**src/psmc_defs.svh**
```systemverilog
// Constants for the phase shedding mode controller
`ifndef PSMC_DEFS_SVH
`define PSMC_DEFS_SVH
`define PSMC_CLK_MHZ         100
`define PSMC_SLEW_STEP_MV    1
`define PSMC_SLEW_NUM_10     40'd1000000
`define PSMC_BODY_DIODE_NS   40
`define PSMC_BODY_DIODE_CYC  ((`PSMC_BODY_DIODE_NS * `PSMC_CLK_MHZ) / 1000)
`define PSMC_THR_RESET       8'h80
`define PSMC_THR_MAX         8'hFF
`define PSMC_VOUT_RESET      8'h00
`define PSMC_PS_FULL         2'h3
`define PSMC_PS_HALF         2'h1
`define PSMC_PS_LIGHT        2'h0
`define PSMC_SLEW_10         2'h0
`define PSMC_SLEW_12P5       2'h1
`define PSMC_SLEW_15         2'h2
`define PSMC_SLEW_20         2'h3
// Slew periods: clock cycles per 6.25 mV code step (100 MHz)
`define PSMC_STEP_UV         6250
`define PSMC_PER_10          ((`PSMC_STEP_UV * `PSMC_CLK_MHZ) / 10000)
`define PSMC_PER_12P5        ((`PSMC_STEP_UV * `PSMC_CLK_MHZ * 10) / 125000)
`define PSMC_PER_15          ((`PSMC_STEP_UV * `PSMC_CLK_MHZ) / 15000)
`define PSMC_PER_20          ((`PSMC_STEP_UV * `PSMC_CLK_MHZ) / 20000)
`endif

```
**src/psmc_pkg.sv**
```systemverilog
// Types for the phase shedding mode controller
package psmc_pkg;
    typedef enum logic [1:0] {PSMC_START, PSMC_RUN} psmc_state_e;
    typedef enum logic [1:0] {PSMC_LS_IDLE, PSMC_LS_ON, PSMC_LS_WATCH} psmc_ls_e;
    typedef logic [2:0] psmc_phases_t;
endpackage

```
**src/psmc_ramp.sv**
```systemverilog
// Reference ramp toward a target voltage code, rising at a fixed step period
`include "psmc_defs.svh"
module psmc_ramp (
    input  wire logic       clock,      // System clock
    input  wire logic       rst_n,      // Async reset, active low
    input  wire logic       step_en,    // One-cycle slew enable
    input  wire logic [7:0] target,     // Target voltage code
    output logic      [7:0] ref_code    // Present reference code
);
    // Rising codes step at the slew rate; falling codes follow at once since
    // the output is left to decay under load rather than being pulled down
    always_ff @(posedge clock or negedge rst_n) begin
        if (!rst_n) begin
            ref_code <= `PSMC_VOUT_RESET;
        end else if (target < ref_code) begin
            ref_code <= target;
        end else if (step_en && target > ref_code) begin
            ref_code <= ref_code + 8'h01;
        end
    end
endmodule

```
**src/psmc_mode_ctrl.sv**
```systemverilog
// Phase shedding mode controller: configuration, modes, slew, low-side timing
//
// Contract
// - Sense pin at 5V disables that core channel
// - Four-channel core: 11 four, 01 two, 00 light
// - Three-channel core: 11 three, 01 two continuous
// - Three-channel core: 00 one phase light load
// - Two-channel core: 11 two, 01 one, 00 light
// - One-channel core: continuous unless both bits low
// - Core channel one at 5V disables core
// - Aux channel two sense sets two or one
// - Two-phase aux: 11 two, 01 one, 00 light
// - One-phase aux: light load only when both low
// - Aux channel one at 5V disables aux
// - Both references ramp at one shared slew rate
// - Downward changes not driven, load sets fall
// - Light load: low side off near zero current; only core_light_load arms it, aux light load has none
// - Phase comparator trip marks the zero crossing
// - Step threshold so body diode conducts near 40ns
// - Slew selection latched at soft-start, then held
`include "psmc_defs.svh"
module psmc_mode_ctrl (
    input  wire logic       clock,                 // 100 MHz clock
    input  wire logic       rst_n,                 // Power-on reset, active low
    input  wire logic       soft_start,            // High during soft-start
    input  wire logic       core_ch1_sense_pin,    // High when tied to 5V
    input  wire logic       core_ch2_sense_pin,    // High when tied to 5V
    input  wire logic       core_ch3_sense_pin,    // High when tied to 5V
    input  wire logic       core_ch4_sense_pin,    // High when tied to 5V
    input  wire logic       aux_ch1_sense_pin,     // High when tied to 5V
    input  wire logic       aux_ch2_sense_pin,     // High when tied to 5V
    input  wire logic       power_state_low_a,     // First power-state bit
    input  wire logic       power_state_low_b,     // Second power-state bit
    input  wire logic [1:0] slew_select,           // Strap slew choice
    input  wire logic [7:0] core_target,           // Core target voltage code
    input  wire logic [7:0] aux_target,            // Aux target voltage code
    input  wire logic       ls_on,                 // Low-side switch gate on
    input  wire logic       phase_below_thr,       // Phase comparator trip
    input  wire logic       body_diode,            // Phase node shows diode drop
    input  wire logic       body_diode_reverse,    // Diode spike, reversed current
    output logic            core_enable,           // Core output enabled
    output logic      [2:0] core_phases,           // Core active phase count
    output logic            core_light_load,       // Core in pulse-skip mode
    output logic            aux_enable,            // Aux output enabled
    output logic      [1:0] aux_phases,            // Aux active phase count
    output logic            aux_light_load,        // Aux in pulse-skip mode
    output logic      [7:0] core_ref,              // Core reference code
    output logic      [7:0] aux_ref,               // Aux reference code
    output logic      [1:0] slew_latched,          // Held slew selection
    output logic            ls_off_req,            // Turn low side off
    output logic      [7:0] zc_threshold,          // Comparator threshold code
    output logic            config_valid           // Configuration latched
);
    ////////////////////////////////////////////////////////////////////////////
    // Start-up sampling
    psmc_pkg::psmc_state_e  state;
    psmc_pkg::psmc_phases_t core_cfg;
    logic                   core_off;
    logic                   aux_two;
    logic                   aux_off;

    // Count of populated channels: a channel is populated until a 5V tie
    function automatic psmc_pkg::psmc_phases_t cfg_count(input logic c2, input logic c3,
                                                         input logic c4);
        psmc_pkg::psmc_phases_t n;
        n = 3'h1;
        if (!c2) begin
            n = 3'h2;
            if (!c3) begin
                n = c4 ? 3'h3 : 3'h4;
            end
        end
        return n;
    endfunction

    // Ties re-sampled every cycle while soft-start runs, then frozen until next start
    always_ff @(posedge clock or negedge rst_n) begin
        if (!rst_n) begin
            state <= psmc_pkg::PSMC_START;
        end else if (soft_start) begin
            state <= psmc_pkg::PSMC_START;
        end else begin
            state <= psmc_pkg::PSMC_RUN;
        end
    end

    // Configuration straps, captured only in the start state
    always_ff @(posedge clock or negedge rst_n) begin
        if (!rst_n) begin
            core_cfg     <= 3'h1;
            core_off     <= 1'b1;
            aux_two      <= 1'b0;
            aux_off      <= 1'b1;
            slew_latched <= `PSMC_SLEW_10;
            config_valid <= 1'b0;
        end else if (state == psmc_pkg::PSMC_START && soft_start) begin
            core_cfg     <= cfg_count(core_ch2_sense_pin, core_ch3_sense_pin,
                                      core_ch4_sense_pin);
            core_off     <= core_ch1_sense_pin;
            aux_two      <= !aux_ch2_sense_pin;
            aux_off      <= aux_ch1_sense_pin;
            slew_latched <= slew_select;
            config_valid <= 1'b0;
        end else if (state == psmc_pkg::PSMC_START) begin
            config_valid <= 1'b1;
        end
    end

    ////////////////////////////////////////////////////////////////////////////
    // Mode selection
    logic [1:0]             ps;
    psmc_pkg::psmc_phases_t next_core_phases;
    logic                   next_core_light;
    logic [1:0]             next_aux_phases;
    logic                   next_aux_light;

    // Undocumented 10 folds into 11 so the full count runs
    assign ps = (power_state_low_a == 1'b0 && power_state_low_b == 1'b0) ? `PSMC_PS_LIGHT :
                (power_state_low_a == 1'b0) ? `PSMC_PS_HALF : `PSMC_PS_FULL;

    // Core phase count and light-load choice per configuration
    always_comb begin
        next_core_phases = core_cfg;
        next_core_light  = 1'b0;
        unique case (ps)
            `PSMC_PS_LIGHT: begin
                next_core_phases = 3'h1;
                next_core_light  = 1'b1;
            end
            `PSMC_PS_HALF: begin
                if (core_cfg >= 3'h3) begin
                    next_core_phases = 3'h2;
                end else begin
                    next_core_phases = 3'h1;
                end
            end
            default: begin
                next_core_phases = core_cfg;
            end
        endcase
    end

    // Aux phase count and light-load choice
    always_comb begin
        next_aux_phases = aux_two ? 2'h2 : 2'h1;
        next_aux_light  = 1'b0;
        if (ps == `PSMC_PS_LIGHT) begin
            next_aux_phases = 2'h1;
            next_aux_light  = 1'b1;
        end else if (ps == `PSMC_PS_HALF) begin
            next_aux_phases = 2'h1;
        end
    end

    // Registered mode outputs; disabled outputs show zero phases
    always_ff @(posedge clock or negedge rst_n) begin
        if (!rst_n) begin
            core_enable     <= 1'b0;
            core_phases     <= 3'h0;
            core_light_load <= 1'b0;
            aux_enable      <= 1'b0;
            aux_phases      <= 2'h0;
            aux_light_load  <= 1'b0;
        end else begin
            core_enable     <= config_valid && !core_off;
            core_phases     <= (config_valid && !core_off) ? next_core_phases : 3'h0;
            core_light_load <= config_valid && !core_off && next_core_light;
            aux_enable      <= config_valid && !aux_off;
            aux_phases      <= (config_valid && !aux_off) ? next_aux_phases : 2'h0;
            aux_light_load  <= config_valid && !aux_off && next_aux_light;
        end
    end

    ////////////////////////////////////////////////////////////////////////////
    // Shared slew divider
    logic [7:0] slew_cnt;
    logic [7:0] slew_period;
    logic       slew_en;

    // One divider for both outputs keeps their ramps identical
    always_comb begin
        unique case (slew_latched)
            `PSMC_SLEW_10:   slew_period = 8'(`PSMC_PER_10);
            `PSMC_SLEW_12P5: slew_period = 8'(`PSMC_PER_12P5);
            `PSMC_SLEW_15:   slew_period = 8'(`PSMC_PER_15);
            default:         slew_period = 8'(`PSMC_PER_20);
        endcase
    end

    // Enable pulse once per step period
    always_ff @(posedge clock or negedge rst_n) begin
        if (!rst_n) begin
            slew_cnt <= 8'h00;
            slew_en  <= 1'b0;
        end else if (slew_cnt >= slew_period - 8'h01) begin
            slew_cnt <= 8'h00;
            slew_en  <= 1'b1;
        end else begin
            slew_cnt <= slew_cnt + 8'h01;
            slew_en  <= 1'b0;
        end
    end

    // Core and aux ramps share the same enable
    psmc_ramp u_core_ramp (
        .clock    (clock),
        .rst_n    (rst_n),
        .step_en  (slew_en),
        .target   (core_target),
        .ref_code (core_ref)
    );

    psmc_ramp u_aux_ramp (
        .clock    (clock),
        .rst_n    (rst_n),
        .step_en  (slew_en),
        .target   (aux_target),
        .ref_code (aux_ref)
    );

    ////////////////////////////////////////////////////////////////////////////
    // Adaptive low-side turn-off
    psmc_pkg::psmc_ls_e ls_state;
    logic [7:0]         diode_cnt;
    logic               discontinuous_conduction;

    assign discontinuous_conduction = core_light_load;

    // Low-side watch sequence: on, trip, then observe the diode window
    always_ff @(posedge clock or negedge rst_n) begin
        if (!rst_n) begin
            ls_state   <= psmc_pkg::PSMC_LS_IDLE;
            ls_off_req <= 1'b0;
            diode_cnt  <= 8'h00;
        end else begin
            unique case (ls_state)
                psmc_pkg::PSMC_LS_IDLE: begin
                    ls_off_req <= 1'b0;
                    diode_cnt  <= 8'h00;
                    if (discontinuous_conduction && ls_on) begin
                        ls_state <= psmc_pkg::PSMC_LS_ON;
                    end
                end
                psmc_pkg::PSMC_LS_ON: begin
                    if (!ls_on) begin
                        ls_state <= psmc_pkg::PSMC_LS_WATCH;
                    end else if (phase_below_thr) begin
                        ls_off_req <= 1'b1;
                    end
                end
                psmc_pkg::PSMC_LS_WATCH: begin
                    ls_off_req <= 1'b0;
                    if (body_diode && diode_cnt != 8'hFF) begin
                        diode_cnt <= diode_cnt + 8'h01;
                    end else begin
                        ls_state <= psmc_pkg::PSMC_LS_IDLE;
                    end
                end
                default: begin
                    ls_state <= psmc_pkg::PSMC_LS_IDLE;
                end
            endcase
        end
    end

    // Threshold nudged one step per low-side cycle to centre the diode window
    always_ff @(posedge clock or negedge rst_n) begin
        if (!rst_n) begin
            zc_threshold <= `PSMC_THR_RESET;
        end else if (ls_state == psmc_pkg::PSMC_LS_WATCH && !body_diode) begin
            if (body_diode_reverse && zc_threshold != 8'h00) begin
                zc_threshold <= zc_threshold - 8'h01;
            end else if (diode_cnt > 8'(`PSMC_BODY_DIODE_CYC)
                         && zc_threshold != `PSMC_THR_MAX) begin
                zc_threshold <= zc_threshold + 8'h01;
            end else if (diode_cnt < 8'(`PSMC_BODY_DIODE_CYC)
                         && !body_diode_reverse && zc_threshold != 8'h00) begin
                zc_threshold <= zc_threshold - 8'h01;
            end
        end
    end
endmodule

```
**config.mk**
```make
export PLATFORM = sky130hd
export DESIGN_NAME = psmc_mode_ctrl
export DESIGN_NICKNAME = d
export VERILOG_FILES = /design/src/psmc_pkg.sv /design/src/psmc_ramp.sv /design/src/psmc_mode_ctrl.sv
export VERILOG_INCLUDE_DIRS = /design/src /design/src/src
export SDC_FILE = /design/constraint.sdc
export NUM_CORES = 1
export LEC_CHECK = 0
export BUFFER_PORTS_ARGS = -buffer_cell sky130_fd_sc_hd__buf_2
export CELL_PAD_IN_SITES_DETAIL_PLACEMENT = 2
export CELL_PAD_IN_SITES_GLOBAL_PLACEMENT = 2
export CORE_MARGIN = 3
export CORE_UTILIZATION = 35
export DETAILED_ROUTE_END_ITERATION = 12
export PLACE_DENSITY_LB_ADDON = 0.12
export SLEW_MARGIN = 20
export SYNTH_ARGS = -nofsm -noshare
export SYNTH_HDL_FRONTEND = slang
export SYNTH_HIERARCHICAL = 1
export SYNTH_SLANG_ARGS = --single-unit
```
**constraint.sdc**
```tcl
create_clock -name clock -period 2.4 [get_ports clock]
set_clock_uncertainty 0.05 [all_clocks]
set_input_delay 0.48 -clock clock [delete_from_list [all_inputs] [get_ports clock]]
set_output_delay 0.48 -clock clock [all_outputs]
set_load 0.1 [all_outputs]
```
==> results.txt <==
The clock reaches the later pin of the worst-skew pair after 0.35 ns. The run finished with clean final reports. The count of antenna diodes in the layout is 0. Traced cell by cell, the critical path runs through inv_2, ha_1, or4b_4, o21a_4, nor3_4, a2111oi_1, a2111o_1. Yosys printed 6 warnings.

After global routing, the most crowded layer is met2. The data arrival time of the critical path came out at 2.50 ns. The first-pass GRT wire length is 18,380 um. The number of hold-repair buffers added at the cts stage is 0. In the synthesized netlist the dominant register cell turns out to be sky130_fd_sc_hd__dfrtp_1. The number of standard cells in the layout, taps in and fillers out came out at 613. The average routed wire per standard cell is 17.11 um.

STA classifies the critical path startpoint as a flip-flop. Counting distinct cell types in the post-synthesis netlist gives 60. The post-route antenna net violation count is 0.

For this design the top-level I/O count stands at 70. The effective utilization at floorplan is 36.89%. The final instance area is 0.004815 sq mm.

On the critical path the largest part of the delay comes from compound AO/OA/AOI/OAI gates. The total power draw is 5.892 mW. In this run, the number of DRC markers left after iteration 0 of detailed routing was 92. Clock tree synthesis selected as its root buffer the cell sky130_fd_sc_hd__clkbuf_8. The share of synthesized registers carrying an async set or reset is 100.0%. The peak fanout along the critical path is 5. The via-per-instance ratio is 5.343. During placement, the flow inserted port buffers numbering 69. The core area came out at 0.01060 sq mm. The floorplan die area is 0.01248 sq mm. In the final layout, flip-flops and latches occupy 0.001647 sq mm. The total net switching power is 3.016 mW. The met3 layer usage reported by global route came out at 3.315%. The count of final hold-check violations is 0.

The total of endpoints with negative setup slack in the final report came out at 0. Max-cap violations in this run came to 0. The final critical-path setup slack is 0.09096 ns. The post-detailed-placement cell area is 0.004554 sq mm. Cells with a size suffix above 1 make up 36.48% of the layout. The global routing usage on met2 came out at 30.74%. For this design the static power due to leakage is 2.217 nW. The total wire length after detailed routing came out at 10,490 um. The cell area after synthesis came out at 0.003911 sq mm. The vertical die dimension is 111.7 um. The total number of vias came out at 3,275. The worst-case clock buffer depth is 2. The critical setup path kind is reg2reg. The element type at the critical path end is a flip-flop. The number of global-route vias before repair is 3,580. The synthesized instance count came out at 386.

The power per cell area came out at 1224 mW/mm^2. The min-delay analysis places its worst path in the category in2async. Of the total power, the clock network draws 17.7%.

TritonCTS built the clock tree. The worst register-to-register path begins at zc_threshold[1]. In this run switching power makes up 51.20% of total power. The TritonCTS buffer count came out at 9. The top cell types in the final layout, fill and taps aside, are 69 x sky130_fd_sc_hd__buf_2, 34 x sky130_fd_sc_hd__ha_1, 34 x sky130_fd_sc_hd__dfrtp_1. The post-route core utilization is 45.41%. For the pin with the worst max-slew slack, the measured transition is 0.5198 ns. The number of sinks on the clock net came out at 63. The number of enable-type register cells in the synthesized netlist came out at 0. The tightest slew margin relative to the limit came out at 65.22%.

The count of cell instances traversed by the critical path came out at 7. The largest vdd supply drop is 0.9135 mV. The final-stage net count is 539. The sequential share of power is 27.1%.

Global routing finished with a remaining overflow of 0. The area used by multi-input combinational logic came out at 0.002186 sq mm. The synthesis-to-layout area growth came out at 23.10%. The number of max-slew violations in the final report came to 0. The smallest hold slack came out at 0.08910 ns. In this design, the stage delay of the slowest critical-path cell is 0.51 ns. In this run the critical register-to-register path is captured at zc_threshold[5].

Averaged over all synthesized cells, the footprint is 10.13 sq um. The net count of the mapped netlist is 453. For the worst flop-to-flop path, the logic depth is 7. The number of detailed-route iterations in the first pass is 4. The maximum clock rate is 433.1 MHz. Clock-pin slew was measured on the worst setup and hold paths at 0.08 ns. The count of standard-cell rows is 37. The post-detailed-route DRC marker count came out at 0. The number of antenna violations at the first check in global routing came to 0. The power share of the combinational group is 55.1%. The total routing resource utilization after global routing came out at 17.82%. The maximum number of pins on one net before global-route repair came out at 64. The setup TNS is 0 ns. Internal power comes to 2.875 mW. The congestion estimate from routability-driven global placement came to 0.8816.

The reg2reg setup slack came out at 0.09 ns. The share of the cycle needed by the critical path after routing came out at 96.21%. The leading cell type in the layout, fill and taps excluded is sky130_fd_sc_hd__buf_2. The count of buffering cells on the critical path with inverters included came out at 1. The number of placed cells counting well taps is 594.

The final-layout fill cell count is 1,146. The data required time at the worst endpoint is 2.59 ns. Timing analysis after detailed placement gives a worst setup slack of 0.001154 ns.

The post-layout minimum cycle time came out at 2.309 ns. The width of the chip is 111.7 um. CTS built an H-tree with a depth of 3.

The share of the Yosys chip area taken by registers is 40.44%. The slowest stage of the critical path belongs to the cell sky130_fd_sc_hd__dfrtp_4. The flip-flop and latch count after synthesis came out at 63. The half-perimeter wire length after detailed placement is 7814 um. The met1 track demand over resource in global routing came out at 22.36%.
==> sequential cells by signal, indices dropped and copies added, names as in the netlist, 2 cells and up <==
signal                cells
aux_phases                2
core_cfg                  3
core_phases               3
diode_cnt                 8
ls_state                  2
slew_cnt                  8
slew_latched              2
u_aux_ramp/ref_code       8
u_core_ramp/ref_code      8
zc_threshold              8
==> synthesized netlist by cell type, drive strengths merged (2+ instances only) <==
cell     count  area [sq um]
inv         34         127.6
nor2        22         82.58
mux2        21         236.5
a2111oi      8         115.1
dfstp        4         105.1
and4         2         18.77
a2111o       2         22.52
dfrtp       59          1476
and3         6         38.79
buf          5         30.02
clkbuf       3         11.26
nand4       10         62.56
nor2b        3         33.79
a21o         3         22.52
nor4         8         50.05
and2         2         12.51
nand2b       8         50.05
nand2       29         108.9
o21ai        8         40.03
a22oi        3         22.52
a31oi        2         12.51
or3          5         36.28
mux2i        5         50.05
xor2         8         70.07
nand3       14         75.07
ha          34         425.4
o211ai       4         40.03
nor3        14         81.33
a21oi       21         112.6
xnor2       19         166.4
o31ai        5         37.54
a41oi        2         17.52
==> cell type report <==
type                       instances  share of cell area [%]
clock buffer                       9                   2.573
timing repair buffer              83                   9.615
tap                              136                   3.534
sequential                        63                   34.20
multi-input combinational        281                   45.40
inverter                          34                   2.651
clock inverter                     7                   2.027
==> layer usage <==
layer  part of all wire, %  vias up
met4                   1.6        0
met1                    44     1642
met3                   2.9       15
met2                    52       61
met5                     0        -
li1                      -     1557
==> repair_timing <==
action	CTS	global route
pin swaps	1	1
buffers inserted	2	1
endpoints found under the setup margin	1	2
gates cloned	0	0
gates resized for setup	2	4
==> cells by family (layout without fill, tap and decap cells) <==
logic type | after synthesis | in the layout | synth area share [%]
AND/OR/NAND/NOR | 128 | 128 | 17.79
adder cells (fa/ha/maj) | 34 | 34 | 10.88
AO/OA/AOI/OAI | 65 | 65 | 13.12
XOR/XNOR | 27 | 27 | 6.046
multiplexers | 26 | 26 | 7.326
buffers and inverters | 42 | 133 | 4.318
flip-flops | 63 | 63 | 40.44
other | 1 | 1 | 0.09588
==> power by group through the flow <==
| stage | registers, mW | logic, mW | clock network (mW) |
|---|---|---|---|
| 2_1_floorplan | 2.98 | 1.20 | 0 |
| 3_3_place_gp | 1.61 | 3.20 | 0 |
| 3_5_place_dp | 1.62 | 3.26 | 0 |
| 4_1_cts | 1.61 | 3.28 | 1.09 |
| 5_1_grt | 1.65 | 3.49 | 1.14 |
| 6_report | 1.60 | 3.25 | 1.04 |
==> worst max path at each step <==
stage / start / end / slack (ns)
floorplan: u_aux_ramp/ref_code[5] / u_aux_ramp/ref_code[1] / -0.06
CTS: zc_threshold[1] / zc_threshold[5] / 0.03
global route: zc_threshold[1] / zc_threshold[5] / -0.01
global placement: zc_threshold[1] / zc_threshold[5] / 0.09
detailed placement: zc_threshold[1] / zc_threshold[5] / 0.001
finish: zc_threshold[1] / zc_threshold[5] / 0.09
(Power assumes the default switching activity.)
